===== config.mk =====
export PLATFORM = sky130hd
export DESIGN_NAME = bt1h_bridge_hdr
export DESIGN_NICKNAME = d
export VERILOG_FILES = /design/src/bt1h_pkg.sv /design/src/bt1h_io_window.sv /design/src/bt1h_sticky_bit.sv /design/src/bt1h_bridge_hdr.sv
export VERILOG_INCLUDE_DIRS = /design/src
export SDC_FILE = /design/constraint.sdc
export NUM_CORES = 1
export LEC_CHECK = 0
export BUFFER_PORTS_ARGS = -buffer_cell sky130_fd_sc_hd__buf_2
export CORE_ASPECT_RATIO = 0.5
export CORE_MARGIN = 3
export CORE_UTILIZATION = 40
export CTS_CLUSTER_DIAMETER = 200
export DETAILED_ROUTE_END_ITERATION = 12
export GPL_ROUTABILITY_DRIVEN = 1
export SLEW_MARGIN = 20
export SYNTH_ARGS = -nofsm -noshare
export SYNTH_HDL_FRONTEND = slang
export SYNTH_SLANG_ARGS = --single-unit

===== constraint.sdc =====
create_clock -name core_clk -period 3.15 [get_ports core_clk]
set_input_delay 0.315 -clock core_clk [delete_from_list [all_inputs] [get_ports core_clk]]
set_output_delay 0.315 -clock core_clk [all_outputs]
set_load 0.02 [all_outputs]

===== src/bt1h_cfg.svh =====
// Constants for the bridge header lower register bank (offsets 0Ch to 1Ch).
// Assumes inclusion by bare name from the bridge header module.
`ifndef BT1H_CFG_SVH
`define BT1H_CFG_SVH

`define BT1H_OFS_MISC 8'h0c
`define BT1H_OFS_WIN_LO 8'h10
`define BT1H_OFS_WIN_HI 8'h14
`define BT1H_OFS_BUS 8'h18
`define BT1H_OFS_IO 8'h1c

`define BT1H_CLS_RST 8'h00
`define BT1H_LAYOUT_TYPE 7'h01
`define BT1H_MULTI_FN 1'h0
`define BT1H_CONFIG_WINDOW_BASE_LOW_LSB 18
`define BT1H_CONFIG_WINDOW_BASE_LOW_RST 14'h0000
`define BT1H_CONFIG_WINDOW_BASE_HIGH_RST 32'h0000_0000
`define BT1H_MAP_RST 2'h0
`define BT1H_BUS_RST 8'h00
`define BT1H_IO_CAP 4'h1
`define BT1H_IOBASE_RST 4'hf
`define BT1H_IOLIM_RST 4'h0
`define BT1H_IO_BASE_LOW 12'h000
`define BT1H_IO_LIM_LOW 12'hfff
`define BT1H_PERR_BIT 24
`define BT1H_ZERO_BYTE 8'h00
`define BT1H_ZERO_WORD 32'h0000_0000

`endif


===== src/bt1h_pkg.sv =====
// Types shared by the bridge header lower register bank.
// Assumes the constants header sits in the same folder.
package bt1h_pkg;
	typedef logic [31:0] bt1h_word_t;
	typedef logic [1:0] bt1h_map_t;
	localparam bt1h_map_t BT1H_MAP_32 = 2'h0;
	localparam bt1h_map_t BT1H_MAP_64 = 2'h2;
endpackage


===== src/bt1h_io_window.sv =====
// Combinational I/O window compare for one port.
// Assumes base and limit words are already assembled by the caller.
`timescale 1ns/1ps
module bt1h_io_window (
	input wire logic [31:0] base,
	input wire logic [31:0] limit,
	input wire logic [31:0] addr,
	output logic window_open,
	output logic in_window
);
	// A closed window (limit below base) matches nothing.
	assign window_open = (base <= limit);
	assign in_window = window_open && (addr >= base) && (addr <= limit);
endmodule


===== src/bt1h_sticky_bit.sv =====
// One sticky status bit, set by hardware, cleared by writing one.
// Assumes set, clear and load come from logic on the same clock.
`timescale 1ns/1ps
module bt1h_sticky_bit (
	input wire logic core_clk,
	input wire logic arst_n,
	input wire logic ce,
	input wire logic set,
	input wire logic clr,
	input wire logic load,
	input wire logic load_val,
	output logic q
);
	logic q_next;
	// A set in the same cycle as a clear wins, so no event is lost.
	assign q_next = set ? 1'b1 : (load ? load_val : (clr ? 1'b0 : q));
	always_ff @(posedge core_clk or negedge arst_n) begin
		if (!arst_n) begin
			q <= 1'b0;
		end else if (ce) begin
			q <= q_next;
		end
	end
endmodule


===== src/bt1h_bridge_hdr.sv =====
// Bridge header lower register bank: offsets 0Ch to 1Ch, I/O forwarding decision.
// Assumes configuration accesses, nonvolatile preset and request inputs share core_clk;
// the port role strap comes from a pin and is synchronised here.
`timescale 1ns/1ps
`include "bt1h_cfg.svh"
module bt1h_bridge_hdr (
	input wire logic core_clk,
	input wire logic arst_n,
	input wire logic ce,
	input wire logic port_is_upstream,
	input wire logic cfg_wr_en,
	input wire logic cfg_rd_en,
	input wire logic [7:0] cfg_addr,
	input wire logic [3:0] cfg_be,
	input wire logic [31:0] cfg_wdata,
	output logic [31:0] cfg_rdata,
	output logic cfg_rd_valid,
	input wire logic nv_wr_en,
	input wire logic [7:0] nv_addr,
	input wire logic [31:0] nv_wdata,
	input wire logic perr_resp_en,
	input wire logic poison_cpl_rx,
	input wire logic poison_wr_fwd,
	output logic poison_record,
	input wire logic [15:0] io_base_upper,
	input wire logic [15:0] io_limit_upper,
	input wire logic io_req_valid,
	input wire logic io_req_from_secondary,
	input wire logic [31:0] io_req_addr,
	output logic io_fwd_valid,
	output logic io_fwd_down,
	output logic io_fwd_up,
	output logic [7:0] secondary_bus,
	output logic [7:0] subordinate_bus
);
	logic up_meta_reg;
	logic up_sync_reg;
	logic [7:0] cache_line_reg;
	bt1h_pkg::bt1h_map_t map_type_reg;
	logic [13:0] config_window_base_low_base_reg;
	logic [31:0] config_window_base_high_reg;
	logic [7:0] bus_num_reg [3];
	logic [3:0] io_base_nib_reg;
	logic [3:0] io_lim_nib_reg;
	logic perr_status;
	logic [7:0] rd_addr_reg;

	// Port role strap: two flip-flops, only the second is read.
	always_ff @(posedge core_clk or negedge arst_n) begin
		if (!arst_n) begin
			up_meta_reg <= 1'b0;
			up_sync_reg <= 1'b0;
		end else if (ce) begin
			up_meta_reg <= port_is_upstream;
			up_sync_reg <= up_meta_reg;
		end
	end

	wire wr_misc = cfg_wr_en && (cfg_addr == `BT1H_OFS_MISC);
	wire wr_win_lo = cfg_wr_en && (cfg_addr == `BT1H_OFS_WIN_LO) && up_sync_reg;
	wire wr_win_hi = cfg_wr_en && (cfg_addr == `BT1H_OFS_WIN_HI) && up_sync_reg;
	wire wr_bus = cfg_wr_en && (cfg_addr == `BT1H_OFS_BUS);
	wire wr_io = cfg_wr_en && (cfg_addr == `BT1H_OFS_IO);
	wire nv_misc = nv_wr_en && (nv_addr == `BT1H_OFS_MISC);
	wire nv_win_lo = nv_wr_en && (nv_addr == `BT1H_OFS_WIN_LO) && up_sync_reg;
	wire nv_win_hi = nv_wr_en && (nv_addr == `BT1H_OFS_WIN_HI) && up_sync_reg;
	wire nv_bus = nv_wr_en && (nv_addr == `BT1H_OFS_BUS);
	wire nv_io = nv_wr_en && (nv_addr == `BT1H_OFS_IO);
	wire win_is_64 = (map_type_reg == bt1h_pkg::BT1H_MAP_64);

	// Nonvolatile preset takes priority over a software write in the same cycle.
	wire [7:0] cache_line_next = nv_misc ? nv_wdata[7:0] :
		((wr_misc && cfg_be[0]) ? cfg_wdata[7:0] : cache_line_reg);
	// Map type is read-only to software; only the preset may change it.
	wire [1:0] map_type_next = nv_win_lo ? nv_wdata[2:1] : map_type_reg;
	wire [13:0] config_window_base_low_wr_val = {cfg_be[3] ? cfg_wdata[31:24] : config_window_base_low_base_reg[13:6],
		cfg_be[2] ? cfg_wdata[23:18] : config_window_base_low_base_reg[5:0]};
	wire [13:0] config_window_base_low_base_next = nv_win_lo ? nv_wdata[31:`BT1H_CONFIG_WINDOW_BASE_LOW_LSB] :
		(wr_win_lo ? config_window_base_low_wr_val : config_window_base_low_base_reg);
	wire [31:0] config_window_base_high_wr_val = {cfg_be[3] ? cfg_wdata[31:24] : config_window_base_high_reg[31:24],
		cfg_be[2] ? cfg_wdata[23:16] : config_window_base_high_reg[23:16],
		cfg_be[1] ? cfg_wdata[15:8] : config_window_base_high_reg[15:8],
		cfg_be[0] ? cfg_wdata[7:0] : config_window_base_high_reg[7:0]};
	wire [31:0] config_window_base_high_next = (nv_win_hi && win_is_64) ? nv_wdata :
		((wr_win_hi && win_is_64) ? config_window_base_high_wr_val : config_window_base_high_reg);
	wire [3:0] io_base_nib_next = nv_io ? nv_wdata[7:4] :
		((wr_io && cfg_be[0]) ? cfg_wdata[7:4] : io_base_nib_reg);
	wire [3:0] io_lim_nib_next = nv_io ? nv_wdata[15:12] :
		((wr_io && cfg_be[1]) ? cfg_wdata[15:12] : io_lim_nib_reg);

	always_ff @(posedge core_clk or negedge arst_n) begin
		if (!arst_n) begin
			cache_line_reg <= `BT1H_CLS_RST;
			map_type_reg <= `BT1H_MAP_RST;
			config_window_base_low_base_reg <= `BT1H_CONFIG_WINDOW_BASE_LOW_RST;
			config_window_base_high_reg <= `BT1H_CONFIG_WINDOW_BASE_HIGH_RST;
			io_base_nib_reg <= `BT1H_IOBASE_RST;
			io_lim_nib_reg <= `BT1H_IOLIM_RST;
		end else if (ce) begin
			cache_line_reg <= cache_line_next;
			map_type_reg <= map_type_next;
			config_window_base_low_base_reg <= config_window_base_low_base_next;
			config_window_base_high_reg <= config_window_base_high_next;
			io_base_nib_reg <= io_base_nib_next;
			io_lim_nib_reg <= io_lim_nib_next;
		end
	end

	// Primary, secondary and subordinate bus bytes, one lane each.
	genvar g;
	generate
		for (g = 0; g < 3; g++) begin : g_bus
			wire [7:0] bus_next = nv_bus ? nv_wdata[g*8 +: 8] :
				((wr_bus && cfg_be[g]) ? cfg_wdata[g*8 +: 8] : bus_num_reg[g]);
			always_ff @(posedge core_clk or negedge arst_n) begin
				if (!arst_n) begin
					bus_num_reg[g] <= `BT1H_BUS_RST;
				end else if (ce) begin
					bus_num_reg[g] <= bus_next;
				end
			end
		end
	endgenerate

	// Poison events set the parity status only while the response enable is on.
	wire poison_event = poison_cpl_rx || poison_wr_fwd;
	wire perr_set = perr_resp_en && poison_event;
	wire perr_clr = wr_io && cfg_be[3] && cfg_wdata[`BT1H_PERR_BIT];

	bt1h_sticky_bit u_perr (
		.core_clk(core_clk),
		.arst_n(arst_n),
		.ce(ce),
		.set(perr_set),
		.clr(perr_clr),
		.load(nv_io),
		.load_val(nv_wdata[`BT1H_PERR_BIT]),
		.q(perr_status)
	);

	// Read words; reserved and unsupported fields are tied to zero.
	wire [31:0] rd_misc = {`BT1H_ZERO_BYTE, `BT1H_MULTI_FN, `BT1H_LAYOUT_TYPE,
		`BT1H_ZERO_BYTE, cache_line_reg};
	// Space indicator and prefetchable bits stay zero; downstream the word is reserved.
	wire [31:0] rd_win_lo = up_sync_reg ?
		{config_window_base_low_base_reg, 14'h0000, 1'b0, map_type_reg, 1'b0} : `BT1H_ZERO_WORD;
	wire [31:0] rd_win_hi = (up_sync_reg && win_is_64) ? config_window_base_high_reg : `BT1H_ZERO_WORD;
	wire [31:0] rd_bus = {`BT1H_ZERO_BYTE, bus_num_reg[2], bus_num_reg[1], bus_num_reg[0]};
	wire [31:0] rd_io = {7'h00, perr_status, 8'h00, io_lim_nib_reg, `BT1H_IO_CAP,
		io_base_nib_reg, `BT1H_IO_CAP};
	wire [31:0] rd_sel = (cfg_addr == `BT1H_OFS_MISC) ? rd_misc :
		(cfg_addr == `BT1H_OFS_WIN_LO) ? rd_win_lo :
		(cfg_addr == `BT1H_OFS_WIN_HI) ? rd_win_hi :
		(cfg_addr == `BT1H_OFS_BUS) ? rd_bus :
		(cfg_addr == `BT1H_OFS_IO) ? rd_io : `BT1H_ZERO_WORD;

	// I/O window: upper halves come from the external upper-bits register.
	wire [31:0] io_base = {io_base_upper, io_base_nib_reg, `BT1H_IO_BASE_LOW};
	wire [31:0] io_limit = {io_limit_upper, io_lim_nib_reg, `BT1H_IO_LIM_LOW};
	logic win_open;
	logic win_hit;

	bt1h_io_window u_win (
		.base(io_base),
		.limit(io_limit),
		.addr(io_req_addr),
		.window_open(win_open),
		.in_window(win_hit)
	);

	wire fwd_down_next = io_req_valid && !io_req_from_secondary && win_hit;
	wire fwd_up_next = io_req_valid && io_req_from_secondary && !win_hit;

	// Every output comes from a flip-flop; reads answer one cycle after the strobe.
	always_ff @(posedge core_clk or negedge arst_n) begin
		if (!arst_n) begin
			cfg_rdata <= `BT1H_ZERO_WORD;
			cfg_rd_valid <= 1'b0;
			rd_addr_reg <= `BT1H_ZERO_BYTE;
			poison_record <= 1'b0;
			io_fwd_valid <= 1'b0;
			io_fwd_down <= 1'b0;
			io_fwd_up <= 1'b0;
			secondary_bus <= `BT1H_BUS_RST;
			subordinate_bus <= `BT1H_BUS_RST;
		end else if (ce) begin
			cfg_rdata <= cfg_rd_en ? rd_sel : `BT1H_ZERO_WORD;
			cfg_rd_valid <= cfg_rd_en;
			rd_addr_reg <= cfg_addr;
			poison_record <= poison_event;
			io_fwd_valid <= io_req_valid;
			io_fwd_down <= fwd_down_next;
			io_fwd_up <= fwd_up_next;
			secondary_bus <= bus_num_reg[1];
			subordinate_bus <= bus_num_reg[2];
		end
	end
endmodule


==> impl_metrics.toml <==
[synth]
syn-num-nets = 1065
async_reset_ff_share_pct = 100
synth_top_area_share_pct = 41.8
synth.distinct_cells = 61
synth_area_leader_cell = "dfrtp_1"
ys.flop_type = "dfrtp_1"
netlist_area_sq_mm = 0.00838
avgSynthCellArea_sq_um = 9.91
ys_seq_area_share_pct = 43.0
synthCells = 846
ys_warn_count = 0
ys_seq_elements = 144
synth.area.top_cells = "dfrtp_1 42%, mux2i_1 11%, ha_1 8.8%"
synth_edf_count = 0

[power_and_ir_drop]
powerDensity_mw_per_mm2 = 437
p_total_uw = 4540
irDropWorstVdd_v = 0.000369
p_leak_uw = 0.00517

[global_routing]
grt_pass1_vias = 7519
gr-usage-met3_pct = 3.22
antenna_found_initial = 2
gr-usage-met2_pct = 37.9
use_met1_pct = 28.4
grt_start_max_net_pins = 68
overflow = 0
grtUsageTotal_pct = 21.7
grt_pass1_wl_um = 39500
grt-busiest-layer = "met2"

[floorplan]
fp.dieArea_sq_mm = 0.0228
io_pins = 213
start_util_pct = 41.9
dieHeight_um = 108
placeableCoreArea_sq_mm = 0.0200
rows = 36
die_x_um = 211

[detailed_routing]
viasPerCell = 5.45
drcViolationCount = 0
via_count = 7287
wl_um = 24800
initialDrtViolationCount = 400
dr.pass1.iters = 5
ant_nets = 0
routedWlPerCell_um = 18.6

[clock_tree]
clock_latency_ns = 0.42
cts_htree_levels = 4
cts_buffer_depth = 2
cts_root_buffer = "clkbuf_16"
cts_buffers = 17
cts.sinks = 144
cts_tree = "built"
clkSlewWorstSetupHoldPaths_ns = 0.07

[sta]
relSlewSlack_pct = 29.8
hold_viol_final = 0
worst_pin_slew_ns = 1.05
finClkSkew_ns = 0.0127
drv_slew = 0
timing.setup.tns_ns = 0
timing.hold.ws_ns = 0.155
fmaxAchievable_ghz = 0.420
rsz0062_at_grt = "no"
fin_crit_ns = 2.38
setup_viol_count_final = 0
finalCritPeriodShare_pct = 75.6

[cells_and_area]
nets = 1275
drive_gt1_share_pct = 28.4
final_common_cell = "buf_2"
fill_cells = 1858
area_growth_pct = 23.8
most-common-layout-cells = "211 x buf_2, 140 x dfrtp_1, 113 x nand2_1"

[critical_path]
cp_slowest_cell = "nor4b_2"
arrival_ns = 2.63
worst_path_largest_cell_delay_ns = 0.50
endpoint_kind = "register"
required_ns = 3.40
r2r-start = "up_sync_reg"
cp_cell_sequence = "nand3b_1 > nor4b_2 > buf_12 > o21ai_1 > nand2_1 > o21ai_0"
critPathLaunch = "up_sync_reg"
start_kind = "register"
worstPathMaxFanout = 32
crit_buf_inv = 1
path_class = "reg -> reg"
critPathTopFamily = "simple AND/OR/NAND/NOR gates"

[placement]
dp_hpwl_um = 19000
io_buffers = 212
routabilityCongestion = 0.861

[outcome]
outcome = "finished clean"

[hold_path]
hp-class = "in -> reg"
hold_start = "io_req_valid"

[job]
max_cap_viol_count = 0
-- report_power, final --
part / switching (uW) / total [uW] / internal, uW
Clock: 878 / 2070 / 1200
Sequential: 29.1 / 1920 / 1890
Combinational: 316 / 538 / 222
Total: 1220 / 4540 / 3310
-- what timing repair did --
action                                 4_1_cts  5_1_grt
buffers inserted                             0        0
resized for setup                            0        0
endpoints found under the hold margin       61        0
hold buffers                                 1        0
-- through the flow --
stage	area, sq um	cells	util [%]	worst slack [ns]
finish	10400	1336	51.9	0.770
global route	10400	1335	51.9	0.575
CTS	10400	1335	51.8	0.749
detailed placement	9750	1302	48.8	0.507
global placement	9750	1302	48.8	0.644
floorplan	8380	846	-	1.15
-- cell families after synthesis --
logic type | after synthesis | synth area share (%)
AO/OA/AOI/OAI | 226 | 17.2
AND/OR/NAND/NOR | 213 | 12.2
flip-flops | 144 | 43.0
multiplexers | 114 | 13.9
buffers and inverters | 90 | 4.75
adder cells (fa/ha/maj) | 59 | 8.81
-- Yosys cell counts, drive strengths merged (7+ instances only) --
cell type	n
a21oi	40
a22oi	12
and3	8
buf	23
clkbuf	18
dfrtp	140
ha	59
inv	49
mux2	22
mux2i	92
nand2	114
nand3	15
nand4	12
nor2	22
nor4	7
nor4b	8
o21ai	101
o2bb2ai	24
-- worst reg2reg max path, cell delays in order, from the launching register on --
cell      delay (ns)
dfrtp_1         0.46
nand3b_1        0.31
nor4b_2         0.50
buf_12          0.31
o21ai_1         0.35
nand2_1         0.17
o21ai_0         0.11
-- area by class of cell --
type | count | area (sq um) | area share, %
multi-input cells | 612 | 4410 | 42.5
clock inverters | 15 | 173 | 1.66
well taps | 266 | 333 | 3.21
diodes | 1 | 2.50 | 0.0241
flip-flops and latches | 144 | 3610 | 34.8
clock buffers | 17 | 425 | 4.10
repair buffers | 232 | 1240 | 12.0
inverters | 49 | 184 | 1.77
-- final timing paths --
check	slack, ns	cells after the start	end
setup / recovery	0.77	6	config_window_base_high_reg[24]
hold / removal	0.16	3	io_fwd_valid
setup reg to reg	0.77	6	config_window_base_high_reg[24]
hold reg to reg	0.48	2	cache_line_reg[7]
max in group asynchronous	1.82	3	config_window_base_low_base_reg[7]
min in group asynchronous	0.45	2	config_window_base_low_base_reg[8]
-- per-layer routing --
metal  wire [um]  up-vias  part of all wire (%)
met1       11500     3548                    46
li1            -     3528                     -
met5          18        -                 0.072
met4         437        2                   1.8
met3         909       37                   3.7
met2       11900      172                    48
Note: power is estimated with default switching activity, not from simulation.
